**config.mk**
```make
export PLATFORM = sky130hd
export DESIGN_NAME = emi_core
export DESIGN_NICKNAME = d
export VERILOG_FILES = /design/src/inc/emi_pkg.sv /design/src/hdl/emi_core.sv
export SDC_FILE = /design/constraint.sdc
export NUM_CORES = 1
export LEC_CHECK = 0
export BUFFER_PORTS_ARGS = -buffer_cell sky130_fd_sc_hd__buf_2
export CORE_MARGIN = 2
export CORE_UTILIZATION = 57
export CTS_CLUSTER_DIAMETER = 120
export CTS_CLUSTER_SIZE = 14
export DETAILED_ROUTE_END_ITERATION = 8
export PLACE_DENSITY = 0.85
export SKIP_CTS_REPAIR_TIMING = 1
export SLEW_MARGIN = 40
export SYNTH_ARGS = -nofsm -noshare
export SYNTH_HDL_FRONTEND = slang
export SYNTH_SLANG_ARGS = --single-unit
```
**constraint.sdc**
```tcl
create_clock -name i_clk -period 9.25 [get_ports i_clk]
set_input_delay 1.85 -clock i_clk [delete_from_list [all_inputs] [get_ports i_clk]]
set_output_delay 1.85 -clock i_clk [all_outputs]
set_load 0.02 [all_outputs]
```
**src/inc/emi_pkg.sv**
```systemverilog
// shared constants and types of the external memory interface
package emi_pkg;

  // ----------------------------------------------------------------
  // register map
  // ----------------------------------------------------------------
  localparam logic [7:0] TIMING_CONTROL_ADDR = 8'h84;
  localparam logic [7:0] CONFIGURATION_ADDR  = 8'h85;
  localparam logic [7:0] TIMING_CONTROL_RST  = 8'hFF;
  localparam logic [7:0] CONFIGURATION_RST   = 8'h03;
  // bits 7 and 5 of the configuration register read as zero
  localparam logic [7:0] CONFIGURATION_WMASK = 8'h5F;

  // ----------------------------------------------------------------
  // field positions
  // ----------------------------------------------------------------
  localparam int USB_WINDOW_BIT  = 6;
  localparam int PIN_MUX_BIT     = 4;
  localparam int MEM_MODE_LSB    = 2;
  localparam int LATCH_WIDTH_LSB = 0;
  localparam int SETUP_LSB       = 6;
  localparam int STROBE_LSB      = 2;
  localparam int HOLD_LSB        = 0;

  // on-chip data space boundary for the split modes
  localparam logic [15:0] ONCHIP_BOUNDARY = 16'h1000;

  // ----------------------------------------------------------------
  // types
  // ----------------------------------------------------------------
  typedef enum logic [1:0] {
    MODE_INTERNAL = 2'h0,
    MODE_SPLIT_NB = 2'h1,
    MODE_SPLIT_B  = 2'h2,
    MODE_OFFCHIP  = 2'h3
  } emi_mode_t;

  typedef enum logic [2:0] {
    ST_IDLE   = 3'h0,
    ST_ALE_HI = 3'h1,
    ST_ALE_LO = 3'h2,
    ST_SETUP  = 3'h3,
    ST_STROBE = 3'h4,
    ST_HOLD   = 3'h5,
    ST_DONE   = 3'h6
  } emi_state_t;

  typedef struct packed {
    logic [7:0] addr_hi;
    logic [7:0] addr_lo;
    logic [7:0] data;
    logic       wr_n;
    logic       rd_n;
    logic       ale;
  } emi_pins_t;

endpackage : emi_pkg

```
**src/hdl/emi_core.sv**
```systemverilog
// external memory interface: register pair, pin ownership and access sequencer
//
// Operation
// - The pins are claimed only while an off-chip external data move is in progress.
// - When the move ends every pin goes back to the value of its port latch.
// - The data drivers are switched off while the data pins serve as inputs in a read.
// - Open-drain or push-pull setting of the pins is never touched by this block.
// - A configuration bit picks multiplexed address/data with a latch strobe or separate pins.
// - A two-bit mode field picks internal only, split, split with bank select or off-chip only.
// - In multiplexed mode the latch strobe is high and then low for the latch field plus one cycles.
// - The address is stable for the setup field in cycles before the read or write strobe.
// - The read or write strobe is low for the strobe field plus one cycles.
// - The address stays valid for the hold field in cycles after the strobe ends.
`timescale 1ns/1ns
`default_nettype none

module emi_core (
  input  wire logic              i_clk,
  input  wire logic              i_srst,
  input  wire logic [7:0]        i_sfr_addr,
  input  wire logic              i_sfr_wr,
  input  wire logic [7:0]        i_sfr_wdata,
  output logic      [7:0]        o_sfr_rdata,
  input  wire logic              i_xdm_req,
  input  wire logic              i_xdm_write,
  input  wire logic              i_xdm_short,
  input  wire logic [15:0]       i_xdm_addr,
  input  wire logic [7:0]        i_xdm_page,
  input  wire logic [7:0]        i_xdm_wdata,
  output logic                   o_xdm_done,
  output logic                   o_xdm_local,
  output logic      [7:0]        o_xdm_rdata,
  input  wire emi_pkg::emi_pins_t i_port_latch,
  input  wire logic [7:0]        i_data_pin,
  output emi_pkg::emi_pins_t     o_pins,
  output logic                   o_data_oe,
  output logic                   o_pin_claim,
  output logic                   o_usb_buffer_window_enable
);

  // ----------------------------------------------------------------
  // registers
  // ----------------------------------------------------------------
  logic [7:0]          timing_control_reg;
  logic [7:0]          configuration_reg;
  emi_pkg::emi_state_t state_reg;
  emi_pkg::emi_state_t state_next;
  logic [3:0]          cnt_reg;
  logic [15:0]         addr_reg;
  logic [7:0]          wdata_reg;
  logic                wr_reg;
  logic                mux_reg;
  logic [1:0]          ale_w_reg;
  logic [1:0]          setup_reg;
  logic [3:0]          strobe_reg;
  logic [1:0]          hold_reg;
  logic [7:0]          din_meta_reg;
  logic [7:0]          din_sync_reg;

  // current access fields: live in idle, snapshot afterwards
  logic [15:0]         addr_cur;
  logic                wr_cur;
  logic                mux_cur;
  logic [1:0]          ale_w_cur;
  logic [1:0]          setup_cur;
  logic [3:0]          strobe_cur;
  logic [1:0]          hold_cur;
  logic [15:0]         req_addr;
  logic                req_local;
  logic                busy_next;
  emi_pkg::emi_mode_t  mode;

  function automatic logic is_busy(input emi_pkg::emi_state_t s);
    is_busy = (s != emi_pkg::ST_IDLE) && (s != emi_pkg::ST_DONE);
  endfunction : is_busy

  // first counter value of a phase; a phase lasts its value plus one
  function automatic logic [3:0] phase_load(input emi_pkg::emi_state_t s, input logic [1:0] aw,
                                            input logic [1:0] su, input logic [3:0] sw,
                                            input logic [1:0] ho);
    case (s)
      emi_pkg::ST_ALE_HI: phase_load = {2'h0, aw};
      emi_pkg::ST_ALE_LO: phase_load = {2'h0, aw};
      emi_pkg::ST_SETUP:  phase_load = {2'h0, su} - 4'h1;
      emi_pkg::ST_STROBE: phase_load = sw;
      emi_pkg::ST_HOLD:   phase_load = {2'h0, ho} - 4'h1;
      default:            phase_load = 4'h0;
    endcase
  endfunction : phase_load

  // ----------------------------------------------------------------
  // register port
  // ----------------------------------------------------------------
  always_ff @(posedge i_clk) begin
    if (i_srst) begin
      timing_control_reg <= emi_pkg::TIMING_CONTROL_RST;
      configuration_reg  <= emi_pkg::CONFIGURATION_RST;
    end else if (i_sfr_wr) begin
      if (i_sfr_addr == emi_pkg::TIMING_CONTROL_ADDR) begin
        timing_control_reg <= i_sfr_wdata;
      end
      if (i_sfr_addr == emi_pkg::CONFIGURATION_ADDR) begin
        configuration_reg <= i_sfr_wdata & emi_pkg::CONFIGURATION_WMASK;
      end
    end
  end

  // read data follows the addressed register one cycle later; unmapped reads zero
  always_ff @(posedge i_clk) begin
    if (i_srst) begin
      o_sfr_rdata <= 8'h00;
    end else if (i_sfr_addr == emi_pkg::TIMING_CONTROL_ADDR) begin
      o_sfr_rdata <= timing_control_reg;
    end else if (i_sfr_addr == emi_pkg::CONFIGURATION_ADDR) begin
      o_sfr_rdata <= configuration_reg;
    end else begin
      o_sfr_rdata <= 8'h00;
    end
  end

  assign o_usb_buffer_window_enable = configuration_reg[emi_pkg::USB_WINDOW_BIT];

  // ----------------------------------------------------------------
  // request decode
  // ----------------------------------------------------------------
  assign mode = emi_pkg::emi_mode_t'(configuration_reg[emi_pkg::MEM_MODE_LSB +: 2]);

  always_comb begin
    req_addr = i_xdm_addr;
    if (i_xdm_short) begin
      req_addr[15:8] = (mode == emi_pkg::MODE_SPLIT_NB) ? i_port_latch.addr_hi : i_xdm_page;
    end
    case (mode)
      emi_pkg::MODE_INTERNAL: req_local = 1'b1;
      emi_pkg::MODE_SPLIT_NB: req_local = req_addr < emi_pkg::ONCHIP_BOUNDARY;
      emi_pkg::MODE_SPLIT_B:  req_local = req_addr < emi_pkg::ONCHIP_BOUNDARY;
      default:                req_local = 1'b0;
    endcase
  end

  // timing fields are frozen for the whole access so a mid-access write cannot tear it
  always_comb begin
    if (state_reg == emi_pkg::ST_IDLE) begin
      addr_cur   = req_addr;
      wr_cur     = i_xdm_write;
      mux_cur    = ~configuration_reg[emi_pkg::PIN_MUX_BIT];
      ale_w_cur  = configuration_reg[emi_pkg::LATCH_WIDTH_LSB +: 2];
      setup_cur  = timing_control_reg[emi_pkg::SETUP_LSB +: 2];
      strobe_cur = timing_control_reg[emi_pkg::STROBE_LSB +: 4];
      hold_cur   = timing_control_reg[emi_pkg::HOLD_LSB +: 2];
    end else begin
      addr_cur   = addr_reg;
      wr_cur     = wr_reg;
      mux_cur    = mux_reg;
      ale_w_cur  = ale_w_reg;
      setup_cur  = setup_reg;
      strobe_cur = strobe_reg;
      hold_cur   = hold_reg;
    end
  end

  always_ff @(posedge i_clk) begin
    if (i_srst) begin
      addr_reg   <= 16'h0000;
      wdata_reg  <= 8'h00;
      wr_reg     <= 1'b0;
      mux_reg    <= 1'b0;
      ale_w_reg  <= 2'h0;
      setup_reg  <= 2'h0;
      strobe_reg <= 4'h0;
      hold_reg   <= 2'h0;
    end else if (state_reg == emi_pkg::ST_IDLE && i_xdm_req) begin
      addr_reg   <= addr_cur;
      wdata_reg  <= i_xdm_wdata;
      wr_reg     <= wr_cur;
      mux_reg    <= mux_cur;
      ale_w_reg  <= ale_w_cur;
      setup_reg  <= setup_cur;
      strobe_reg <= strobe_cur;
      hold_reg   <= hold_cur;
    end
  end

  // ----------------------------------------------------------------
  // access sequencer
  // ----------------------------------------------------------------
  // phase order
  always_comb begin
    state_next = state_reg;
    case (state_reg)
      emi_pkg::ST_IDLE: begin
        if (i_xdm_req && !req_local) begin
          // latch phases only in multiplexed mode
          if (mux_cur) begin
            state_next = emi_pkg::ST_ALE_HI;
          end else if (setup_cur != 2'h0) begin
            state_next = emi_pkg::ST_SETUP;
          end else begin
            state_next = emi_pkg::ST_STROBE;
          end
        end
      end
      emi_pkg::ST_ALE_HI: if (cnt_reg == 4'h0) state_next = emi_pkg::ST_ALE_LO;
      emi_pkg::ST_ALE_LO: begin
        if (cnt_reg == 4'h0) begin
          state_next = (setup_cur != 2'h0) ? emi_pkg::ST_SETUP : emi_pkg::ST_STROBE;
        end
      end
      emi_pkg::ST_SETUP:  if (cnt_reg == 4'h0) state_next = emi_pkg::ST_STROBE;
      emi_pkg::ST_STROBE: begin
        if (cnt_reg == 4'h0) begin
          state_next = (hold_cur != 2'h0) ? emi_pkg::ST_HOLD : emi_pkg::ST_DONE;
        end
      end
      emi_pkg::ST_HOLD:   if (cnt_reg == 4'h0) state_next = emi_pkg::ST_DONE;
      emi_pkg::ST_DONE:   state_next = emi_pkg::ST_IDLE;
      default:            state_next = emi_pkg::ST_IDLE;
    endcase
  end

  always_ff @(posedge i_clk) begin
    if (i_srst) begin
      state_reg <= emi_pkg::ST_IDLE;
    end else begin
      state_reg <= state_next;
    end
  end

  always_ff @(posedge i_clk) begin
    if (i_srst) begin
      cnt_reg <= 4'h0;
    end else if (state_next != state_reg) begin
      cnt_reg <= phase_load(state_next, ale_w_cur, setup_cur, strobe_cur, hold_cur);
    end else if (cnt_reg != 4'h0) begin
      cnt_reg <= cnt_reg - 4'h1;
    end
  end

  always_ff @(posedge i_clk) begin
    if (i_srst) begin
      o_xdm_done  <= 1'b0;
      o_xdm_local <= 1'b0;
    end else begin
      o_xdm_done  <= state_next == emi_pkg::ST_DONE;
      o_xdm_local <= state_reg == emi_pkg::ST_IDLE && i_xdm_req && req_local;
    end
  end

  // ----------------------------------------------------------------
  // read data capture
  // ----------------------------------------------------------------
  // the two-stage sync means the captured byte is the bus two cycles before the strobe ends
  always_ff @(posedge i_clk) begin
    if (i_srst) begin
      din_meta_reg <= 8'h00;
      din_sync_reg <= 8'h00;
    end else begin
      din_meta_reg <= i_data_pin;
      din_sync_reg <= din_meta_reg;
    end
  end

  always_ff @(posedge i_clk) begin
    if (i_srst) begin
      o_xdm_rdata <= 8'h00;
    end else if (state_reg == emi_pkg::ST_STROBE && cnt_reg == 4'h0 && !wr_reg) begin
      o_xdm_rdata <= din_sync_reg;
    end
  end

  // ----------------------------------------------------------------
  // pin drive
  // ----------------------------------------------------------------
  assign busy_next = is_busy(state_next);

  // only levels and data enable leave here; output mode stays with the port
  always_ff @(posedge i_clk) begin
    if (i_srst) begin
      o_pins      <= '1;
      o_data_oe   <= 1'b0;
      o_pin_claim <= 1'b0;
    end else begin
      // claim only while busy, latch values otherwise
      o_pin_claim     <= busy_next;
      o_pins          <= i_port_latch;
      if (busy_next) begin
        o_pins.addr_hi <= addr_cur[15:8];
        o_pins.wr_n    <= !(state_next == emi_pkg::ST_STROBE && wr_cur);
        o_pins.rd_n    <= !(state_next == emi_pkg::ST_STROBE && !wr_cur);
        if (!mux_cur) begin
          o_pins.addr_lo <= addr_cur[7:0];
        end else begin
          o_pins.ale <= state_next == emi_pkg::ST_ALE_HI;
        end
        if (state_next == emi_pkg::ST_ALE_HI || state_next == emi_pkg::ST_ALE_LO) begin
          o_pins.data <= addr_cur[7:0];
        end else begin
          o_pins.data <= (state_reg == emi_pkg::ST_IDLE) ? i_xdm_wdata : wdata_reg;
        end
      end
      o_data_oe <= busy_next && (wr_cur || state_next == emi_pkg::ST_ALE_HI
                                 || state_next == emi_pkg::ST_ALE_LO);
    end
  end

  // ----------------------------------------------------------------
  // checks
  // ----------------------------------------------------------------
  logic [4:0] strobe_len;
  logic [2:0] ale_hi_len;
  logic [2:0] ale_lo_len;
  logic [2:0] setup_len;
  logic [2:0] hold_len;

  always_ff @(posedge i_clk) begin
    if (i_srst) begin
      strobe_len <= 5'h00;
      ale_hi_len <= 3'h0;
      ale_lo_len <= 3'h0;
      setup_len  <= 3'h0;
      hold_len   <= 3'h0;
    end else begin
      strobe_len <= (o_pin_claim && !(o_pins.wr_n && o_pins.rd_n)) ? strobe_len + 5'h01 : 5'h00;
      ale_hi_len <= (o_pin_claim && o_pins.ale) ? ale_hi_len + 3'h1 : 3'h0;
      ale_lo_len <= (state_reg == emi_pkg::ST_ALE_LO) ? ale_lo_len + 3'h1 : 3'h0;
      setup_len  <= (state_reg == emi_pkg::ST_SETUP) ? setup_len + 3'h1 : 3'h0;
      hold_len   <= (state_reg == emi_pkg::ST_HOLD) ? hold_len + 3'h1 : 3'h0;
    end
  end
endmodule : emi_core

`default_nettype wire

```
==> metrics.txt, run 1 <==
largest cells by area after synthesis=dfxtp_1 45%, mux2i_1 8.0%, nand2_1 8.0%; met3 Use GR=5.340%; final hold vios=0; n_diodes=0; Post-Syn Nets=~730; Global Route Usage Sum=27.37%; DRC=0; 1st-iter DRT viols=430; max reg flops=27; CP max stage delay=about 0.54 ns; Peak VDD IR=between 100 and 150 uV; synth warn=0; # rows=35; Via-to-Cell Ratio=5.725; synthesized area=0.005349 mm^2; final setup fails=0; Seq/Total Area, Yosys=44.91%; initial core utilization=58.44%; Final Wtd Congestion=approximately 0.95; vias in the first global route=about 4,800; Final ANT Viol Nets=0; first-pass GRT wire length=22.06 mm; Core Region=0.009153 mm^2; drt total wl=13.67 mm; Max Cap Viol=0; Net count, final=846; Fillers=644; clk buf depth=2; max-slew violation count=0; GRT overflow=0; Vias=5,009; CTS HTree Levels=4; register bit total from synthesis=between 100 and 150; Pre-antenna DRT Iters=6; Static Leak=about 3.1 nW; Fin Setup TNS=0 ns; outcome=finished, final reports clean; critical path launch point type=primary input; Most used DFF post-synth=dfxtp_1; Crit-path slowest cell=nand2_2; Final min period=4.226 ns; hpwl dp=9.045 mm; Die H=100.9 um; P_int=0.001031 W; pin count of the biggest net entering global routing=83; area growth from synthesis to final layout=23.84%; RSZ-0062 raised after global routing=no; clock power share=48.9%; Clock Skew=0.005324 ns; Mapped Cells=637; Wirelength per Cell=15.63 um; Power Dens Cells=211.6 mW/mm^2; final worst path period share=45.69%; crit-path cells=buf_2 -> mux2_1 -> mux2i_1 -> and4_1 -> o21a_1 -> nand3_1 -> nand2_2 -> a211oi_1 -> a211o_1; Syn Area/Cell=8.397 um^2; # IOs=137; Slew @ Worst Pin=0.8453 ns; cell taking the most area after synthesis=dfxtp_1; Yosys cell types=66; Switch Pwr=~0.00037 W; crit path DAT=4.64 ns; post-synth top area share=44.91%; number of port buffers=136; CP endpoint kind=flop; share of layout cells above drive strength 1=25.13%; met2 Track Usage GR=a little under half; CP required=9.66 ns; max-slew headroom at the worst pin=43.64%; total CTS buffers=17; clock slew at reported path FFs=0.06 ns; met1 usage=34.02%; Sw Share=26.43%; Seq pwr share=between 30% and 40%; post-layout utilization of the core=72.37%; crit-path max FO=36; worst hold path class=flop to flop; CTS root buffer=clkbuf_8; global routing's busiest layer=met2; number of synthesized flops with an enable pin=0; initial antenna violation count=0; worst skew pair latency=0.52 ns; Logic pwr share=~11%; fmax=0.2366 GHz; CTS tree=built; # clock sinks=120; asr flop ratio synth=0%; CP Class=primary input to flop; chip width=100.9 um; area of the die=roughly 0.010 mm^2
==> cell families (layout without fill, tap and decap cells) <==
kind of cell               after synthesis  in the layout  synth area share [%]
AOI/OAI and AO/OA                      149            149                 17.54
buffers and inverters                   60            187                 4.842
DFF                                    120            120                 44.91
adders and majority gates                6              6                 1.403
xor gates and xnor gates                 3              3                0.9826
muxes                                   47             47                 8.959
and+or+nand+nor                        252            252                 21.36
==> worst max-delay path, delay by kind of cell <==
kind	cells	cell delay, ns
mux	2	0.58
simple gates	3	1.19
buf+inv	1	0.11
compound gates	3	0.90
==> cells in the final DEF, fill, tap and decap left out, types with 16 or more instances in the layout <==
cell type  netlist  final
dfxtp_1        120    120
buf_2            6    136
nand2_1        114    114
o21ai_0         34     33
nor2_1          65     65
a21oi_1         64     64
nor2b_1         19     19
mux2i_1         43     43
clkbuf_16        0     16
==> per-stage QoR <==
stage	worst slack, ns	hold WS [ns]	power, W	cell area (um^2)	instances
after floorplan	5.330	0.4138	0.0006730	5349	637
after global placement	4.461	0.4166	0.0007132	6005	843
after detailed placement	4.510	0.4256	0.0007198	6006	843
after CTS	5.055	0.4416	0.001406	6624	875
after global routing	4.767	0.4503	0.001449	6624	875
final	5.024	0.4393	0.001402	6624	875
==> synthesized netlist by cell type, types with 3 or more instances <==
library cell / n
buf_2: 6
nor2b_1: 19
o21ai_1: 3
nand2_1: 114
o211ai_1: 8
nor3b_1: 4
ha_1: 6
and3_1: 9
a21oi_1: 64
o311ai_0: 7
buf_6: 3
nor2_1: 65
nand3_1: 14
clkbuf_1: 34
o21ai_0: 34
dfxtp_1: 120
a211oi_1: 3
mux2i_1: 43
inv_1: 14
nor3_1: 4
nor4_1: 3
o31ai_1: 9
==> final cells by class <==
cell class	instances	area [um^2]	area share (%)
clock inverters	15	203.9	3.079
clock buffers	17	414.1	6.252
multi-input cells	457	2694	40.67
well taps	111	138.9	2.097
inverters	14	52.55	0.7934
repair buffers	141	718.2	10.84
flip-flops and latches	120	2402	36.27
==> power by group through the flow <==
stage | combinational [W] | clock [W] | sequential [W]
after global routing | 0.000172 | 0.000716 | 0.000561
after CTS | 0.000155 | 0.000692 | 0.000558
after global placement | 0.000146 | 0 | 0.000568
final | 0.000157 | 0.000686 | 0.000559
after detailed placement | 0.000151 | 0 | 0.000569
after floorplan | 0.0000980 | 0 | 0.000575
==> worst paths after layout <==
kind | cells past startpoint | slack, ns | end | startpoint
hold / removal | 1 | 0.44 | din_sync_reg[3] | din_meta_reg[3]
setup / recovery | 9 | 5.02 | o_pins[24] | i_port_latch[26]
setup reg to reg | 11 | 5.49 | o_pins[24] | state_reg[0]
hold reg to reg | 1 | 0.44 | din_sync_reg[3] | din_meta_reg[3]
==> metal layers <==
| layer | share of wire, % | routed length [um] |
|---|---|---|
| met5 | 0 | 0 |
| met4 | 2.4 | 322 |
| met3 | 6.9 | 949 |
| met2 | 50 | 6792 |
| met1 | 41 | 5608 |
No activity file was read; power rests on OpenSTA's default activity.
==> run 2, diff against run 1 <==
--- a/config.mk
+++ b/config.mk
@@ -7,11 +7,11 @@
 export LEC_CHECK = 0
 export BUFFER_PORTS_ARGS = -buffer_cell sky130_fd_sc_hd__buf_2
 export CORE_MARGIN = 2
-export CORE_UTILIZATION = 57
+export CORE_UTILIZATION = 53
 export CTS_CLUSTER_DIAMETER = 120
 export CTS_CLUSTER_SIZE = 14
 export DETAILED_ROUTE_END_ITERATION = 8
-export PLACE_DENSITY = 0.85
+export PLACE_DENSITY = 0.8
 export SKIP_CTS_REPAIR_TIMING = 1
 export SLEW_MARGIN = 40
 export SYNTH_ARGS = -nofsm -noshare
==> constraint.sdc (replaced) <==
create_clock -name i_clk -period 4.1 [get_ports i_clk]
set_input_delay 0.82 -clock i_clk [delete_from_list [all_inputs] [get_ports i_clk]]
set_output_delay 0.82 -clock i_clk [all_outputs]
set_load 0.02 [all_outputs]
==> metrics.txt, run 2 (synthesis results as in run 1) <==
outcome=finished, final reports clean (unchanged); CP required=4.52 ns (was 9.66 ns); Static Leak=3.106 nW (was 3.112 nW); Fin Setup TNS=0 ns (unchanged); reg-to-reg startpoint=state_reg[0] (unchanged); CTS tree=built (unchanged); clk buf depth=2 (unchanged); Setup crit end=o_pins[6] (was o_pins[24]); CP endpoint kind=flop (unchanged); final hold vios=0 (unchanged); most common cell after layout, fill and taps aside=buf_2 (unchanged); first-pass GRT wire length=22.84 mm (was 22.06 mm); met3 Use GR=6.266% (was 5.340%); # IOs=137 (unchanged); Via-to-Cell Ratio=5.544 (was 5.725); most frequent cells in the layout=136 x buf_2, 120 x dfxtp_1, 114 x nand2_1, 65 x nor2_1, 64 x a21oi_1 (unchanged); Power Dens Cells=460.4 mW/mm^2 (was 211.6 mW/mm^2); # clock sinks=120 (unchanged); Core Region=0.009774 mm^2 (was 0.009153 mm^2); # rows=36 (was 35); worst skew pair latency=0.53 ns (was 0.52 ns); post-route cell area=0.006648 mm^2 (was 0.006624 mm^2); CP Class=flop to flop (was primary input to flop); Clock Skew=0.007114 ns (was 0.005324 ns); area of the die=0.01091 mm^2 (was 0.01017 mm^2); pin count of the biggest net entering global routing=82 (was 83); CP Launch Point=state_reg[0] (was i_port_latch[26]); Wirelength per Cell=15.39 um (was 15.63 um); worst hold path class=flop to flop (unchanged); Net count, final=850 (was 846); crit-path max FO=13 (was 36); area growth from synthesis to final layout=24.28% (was 23.84%); Hold WS=0.4455 ns (was 0.4393 ns); n_diodes=0 (unchanged); number of port buffers=136 (unchanged); drt total wl=13.86 mm (was 13.67 mm); CTS HTree Levels=4 (unchanged); Die H=104.5 um (was 100.9 um); Area after DPL=0.006063 mm^2 (was 0.006006 mm^2); fmax=0.2888 GHz; Vias=4,995 (was 5,009); total CTS buffers=17 (unchanged); hpwl dp=9.466 mm (was 9.045 mm); 1st-iter DRT viols=314 (was 430); Global Route Usage Sum=26.14% (was 27.37%); met1 usage=30.68% (was 34.02%); RSZ-0062 raised after global routing=no (unchanged); share of layout cells above drive strength 1=25.52% (was 25.13%); final setup fails=0 (unchanged); final worst path period share=84.46%; Pre-antenna DRT Iters=9 (was 6); initial core utilization=54.72% (was 58.44%); max-slew headroom at the worst pin=52.34% (was 43.64%); critical path launch point type=flop (was primary input); vias in the first global route=4,936 (was 4,786); R2R cell count=11 (unchanged); clock slew at reported path FFs=0.06 ns (about the same); chip width=104.5 um (was 100.9 um); Final Wtd Congestion=0.9244 (was 0.9492); GRT overflow=0 (unchanged); Pwr Total=0.003060 W (was 0.001402 W); Max Cap Viol=0 (unchanged); CTS root buffer=clkbuf_8 (unchanged); met2 Track Usage GR=44.02% (was 45.33%); DRC=0 (unchanged); Peak VDD IR=256.6 uV (was 118.3 uV); Final min period=3.463 ns; max-slew violation count=0 (unchanged); Final ANT Viol Nets=0 (unchanged); initial antenna violation count=0 (unchanged); worst reg-to-reg setup slack=0.64 ns (was 5.49 ns); global routing's busiest layer=met2 (unchanged); Slew @ Worst Pin=0.7141 ns (was 0.8453 ns); R2R Path End=o_pins[6] (was o_pins[24]); crit path DAT=3.88 ns (was 4.64 ns); max reg flops=27 (unchanged)
## run 2: changes by cell type in the layout (fill, tap and decap cells not counted), sizes merged
cell,previous run,this run
clkinv,2,5
buf,141,145
clkinvlp,1,3
bufinv,3,2
inv,23,19
## run 2: critical path, stage by stage (launching register included)
cell and delay [ns]:
dfxtp_1 0.42, or3_1 0.48, mux2i_1 0.25, ha_1 0.37, inv_1 0.13, o2111ai_1 0.21, o311a_1 0.21, o21ai_1 0.22
xnor2_2 0.42, o21ai_0 0.13, and3_1 0.21, o31ai_1 0.30
## run 2: worst min-delay path by stage
stage                    startpoint  slack [ns]  cells past startpoint              end
finish              din_meta_reg[3]        0.45                      1  din_sync_reg[3]
global route        din_meta_reg[7]        0.46                      1  din_sync_reg[7]
CTS                 din_meta_reg[3]        0.45                      1  din_sync_reg[3]
detailed placement  din_meta_reg[3]        0.44                      1  din_sync_reg[3]
global placement    din_meta_reg[3]        0.42                      1  din_sync_reg[3]
floorplan           din_meta_reg[0]        0.41                      1  din_sync_reg[0]
## run 2: area by class of cell
type | instances | area, um^2
fill | 788 | 3127
sequential | 120 | 2402
multi-input combinational | 457 | 2694
clock buffer | 17 | 414.1
inverter | 14 | 52.55
clock inverter | 15 | 166.4
timing repair buffer | 145 | 752.0
tap | 133 | 166.4
## run 2: routing by layer
metal,routed length [um],up-vias
li1,-,2429
met1,5730,2327
met2,6881,199
met3,868,40
met4,382,0
met5,0,-
## run 2: per-stage QoR
| stage | setup WS (ns) | std cells | util, % |
|---|---|---|---|
| 3_5_place_dp | 0.7139 | 869 | 62.03 |
| 3_3_place_gp | 0.8229 | 869 | 62.02 |
| 2_1_floorplan | 0.5517 | 637 | - |
| 5_1_grt | 0.3695 | 901 | 68.01 |
| 6_report | 0.6371 | 901 | 68.01 |
| 4_1_cts | 0.6859 | 901 | 67.97 |
## run 2: report_power, final
| group | internal (W) | switching, W |
|---|---|---|
| Clock | 0.000875 | 0.000572 |
| Combinational | 0.000145 | 0.000208 |
| Sequential | 0.00123 | 0.0000314 |
| Total | 0.00225 | 0.000812 |
==> run 3, diff against run 2 <==
--- a/config.mk
+++ b/config.mk
@@ -5,6 +5,7 @@
 export SDC_FILE = /design/constraint.sdc
 export NUM_CORES = 1
 export LEC_CHECK = 0
+export ABC_AREA = 1
 export BUFFER_PORTS_ARGS = -buffer_cell sky130_fd_sc_hd__buf_2
 export CORE_MARGIN = 2
 export CORE_UTILIZATION = 53
==> constraint.sdc (replaced) <==
create_clock -name i_clk -period 3.3 [get_ports i_clk]
set_input_delay 0.66 -clock i_clk [delete_from_list [all_inputs] [get_ports i_clk]]
set_output_delay 0.66 -clock i_clk [all_outputs]
set_load 0.02 [all_outputs]
==> metrics.txt, run 3 <==
clk buf depth=2 (unchanged); drt total wl=13.06 mm (was 13.86 mm); # IOs=137 (unchanged); final hold vios=0 (unchanged); crit path DAT=3.36 ns (was 3.88 ns); CP endpoint kind=flop (unchanged); post-route cell area=0.006571 mm^2 (was 0.006648 mm^2); met3 Use GR=6.183% (was 6.266%); CP max stage delay=0.46 ns (was 0.48 ns); Final Wtd Congestion=0.8679 (was 0.9244); register bit total from synthesis=120 (unchanged); synthesized area=0.005238 mm^2 (was 0.005349 mm^2); met2 Track Usage GR=42.13% (was 44.02%); Clock Skew=0.008262 ns (was 0.007114 ns); RSZ-0062 raised after global routing=no (unchanged); Final min period=2.970 ns (was 3.463 ns); final setup fails=0 (unchanged); hold endpoint=din_meta_reg[6] (was din_sync_reg[3]); Slew @ Worst Pin=0.7197 ns (was 0.7141 ns); asr flop ratio synth=0% (unchanged); synth warn=0 (unchanged); area of the die=0.01069 mm^2 (was 0.01091 mm^2); max-slew headroom at the worst pin=51.58% (was 52.34%); R2R Path End=o_pins[0] (was o_pins[6]); Crit path top cell by count=o21ai_1; CP bufs+invs=2 (was 1); CP Class=flop to flop (unchanged); CTS HTree Levels=4 (unchanged); Synth top cells by count=132 x nand2_1, 120 x dfxtp_1, 79 x o21ai_0 (was 120 x dfxtp_1, 114 x nand2_1, 65 x nor2_1); Wirelength per Cell=13.33 um (was 15.39 um); # rows=36 (unchanged); met1 usage=30.95% (was 30.68%); final worst path period share=90.00% (was 84.46%); Max Cap Viol=0 (unchanged); initial core utilization=54.08% (was 54.72%); Static Leak=3.104 nW (was 3.106 nW); Pre-antenna DRT Iters=5 (was 9); DRC=0 (unchanged); Vias=5,043 (was 4,995); Final ANT Viol Nets=0 (unchanged); Post-Syn Nets=800 (was 732); chip width=103.4 um (was 104.5 um); R2R cell count=15 (was 11); post-synth top area share=45.87% (was 44.91%); crit-path cells=nor2_1 -> nand2_2 -> buf_4 -> o21ai_0 -> ha_1 -> o21ai_1 -> nand2_1 -> nand2_1 -> o21ai_1 -> nand2_4 -> o21ai_2 -> nand2_4 -> inv_2 -> o21ai_1 -> o211ai_1 (was or3_1 -> mux2i_1 -> ha_1 -> inv_1 -> o2111ai_1 -> o311a_1 -> o21ai_1 -> xnor2_2 -> o21ai_0 -> and3_1 -> o31ai_1); Mapped Cells=705 (was 637); worst reg-to-reg setup slack=0.33 ns (was 0.64 ns); Pwr Total=0.006142 W (was 0.003060 W); global routing's busiest layer=met2 (unchanged); 1st-iter DRT viols=240 (was 314); Hold WS=0.3432 ns (was 0.4455 ns); Crit-path slowest cell=dfxtp_1 (was or3_1); n_diodes=0 (unchanged); Die H=103.4 um (was 104.5 um); Net count, final=929 (was 850); most frequent cells in the layout=136 x buf_2, 132 x nand2_1, 120 x dfxtp_1, 79 x o21ai_0, 77 x inv_1 (was 136 x buf_2, 120 x dfxtp_1, 114 x nand2_1, 65 x nor2_1, 64 x a21oi_1); share of layout cells above drive strength 1=25.03% (was 25.52%); CTS tree=built (unchanged); Most used DFF post-synth=dfxtp_1 (unchanged); Peak VDD IR=540.3 uV (was 256.6 uV); worst hold path class=primary input to flop (was flop to flop); hold path depth=3 (was 1); number of synthesized flops with an enable pin=0 (unchanged); Area after DPL=0.005977 mm^2 (was 0.006063 mm^2); Syn Area/Cell=7.429 um^2 (was 8.397 um^2); CTS root buffer=clkbuf_8 (unchanged); Fin Setup TNS=0 ns (unchanged); Via-to-Cell Ratio=5.146 (was 5.544); Hold Crit Start=i_data_pin[6] (was din_meta_reg[3]); largest cells by area after synthesis=dfxtp_1 46%, nand2_1 9.5%, o21ai_0 7.5% (was dfxtp_1 45%, mux2i_1 8.0%, nand2_1 8.0%); number of port buffers=136 (unchanged); count leader, synth=nand2_1 (was dfxtp_1); # clock sinks=120 (unchanged); max reg flops=27 (unchanged); first-pass GRT wire length=20.84 mm (was 22.84 mm); pin count of the biggest net entering global routing=53 (was 82); outcome=finished, final reports clean (unchanged); crit-path max FO=52 (was 13); max-slew violation count=0 (unchanged); GRT overflow=0 (unchanged); total CTS buffers=17 (unchanged); area growth from synthesis to final layout=25.47% (was 24.28%); Seq/Total Area, Yosys=45.87% (was 44.91%); worst skew pair latency=0.52 ns (was 0.53 ns); reg-to-reg startpoint=state_reg[0] (unchanged); most common cell after layout, fill and taps aside=buf_2 (unchanged); cell taking the most area after synthesis=dfxtp_1 (unchanged); CP required=3.69 ns (was 4.52 ns); Core Region=0.009684 mm^2 (was 0.009774 mm^2); initial antenna violation count=0 (unchanged); hpwl dp=9.611 mm (was 9.466 mm); fmax=0.3367 GHz (was 0.2888 GHz); critical path launch point type=flop (unchanged); Power Dens Cells=934.7 mW/mm^2 (was 460.4 mW/mm^2); Yosys cell types=41 (was 66); vias in the first global route=4,620 (was 4,936); Global Route Usage Sum=25.18% (was 26.14%); largest delay contributor family on the critical path=compound AO/OA/AOI/OAI gates (unchanged); clock slew at reported path FFs=0.06 ns (about the same)
-- run 3: final cells by class --
cell class / instances / area [um^2]
fillers: 810 / 3113
flip-flops and latches: 120 / 2402
multi-input cells: 459 / 2317
repair buffers: 145 / 748.2
clock buffers: 23 / 446.7
inverters: 91 / 342.8
well taps: 133 / 166.4
clock inverters: 9 / 147.6
-- run 3: logic make-up (layout without fill, tap and decap cells) --
group	count (synthesis)	in the layout	synth area share [%]
buf+inv	126	268	9.890
compound gates	173	173	18.87
flops	120	120	45.87
fa+ha+maj	6	6	1.433
simple gates	278	278	23.60
xor+xnor	2	2	0.3345
-- run 3: per-layer routing --
| metal | vias to the layer above | part of all wire [%] |
|---|---|---|
| met3 | 25 | 6.2 |
| met4 | 0 | 2.1 |
| met5 | - | 0 |
| met1 | 2276 | 43 |
| li1 | 2575 | - |
| met2 | 167 | 48 |
-- run 3: worst max path at each step --
stage | depth (start not counted) | slack, ns | end | start
after global placement | 19 | 0.41 | cnt_reg[1] | state_reg[0]
after CTS | 15 | 0.36 | o_pins[0] | state_reg[0]
final | 15 | 0.33 | o_pins[0] | state_reg[0]
after detailed placement | 15 | 0.39 | o_pins[0] | state_reg[0]
after global routing | 15 | 0.01 | o_pins[0] | state_reg[0]
after floorplan | 17 | 0.62 | o_pins[18] | state_reg[0]
-- run 3: per-stage QoR --
step	util [%]	setup WS, ns	std cells
6_report	67.86	0.3300	980
5_1_grt	67.86	0.01174	980
4_1_cts	67.86	0.3570	980
3_5_place_dp	61.72	0.3933	948
3_3_place_gp	61.72	0.4129	948
2_1_floorplan	-	0.6195	705
-- run 3: tightest hold or removal path, stage by stage --
cell and delay, ns:
buf_2 0.07, inv_1 0.03, nor2_1 0.06
-- run 3: where the power goes --
part	switching, W	total, W	leakage [nW]	internal (W)
sequential	0.000105	0.00186	0.990	0.00175
clock	0.000612	0.00185	0.290	0.00124
combinational	0.00169	0.00244	1.82	0.000747
total	0.00241	0.00614	3.10	0.00374
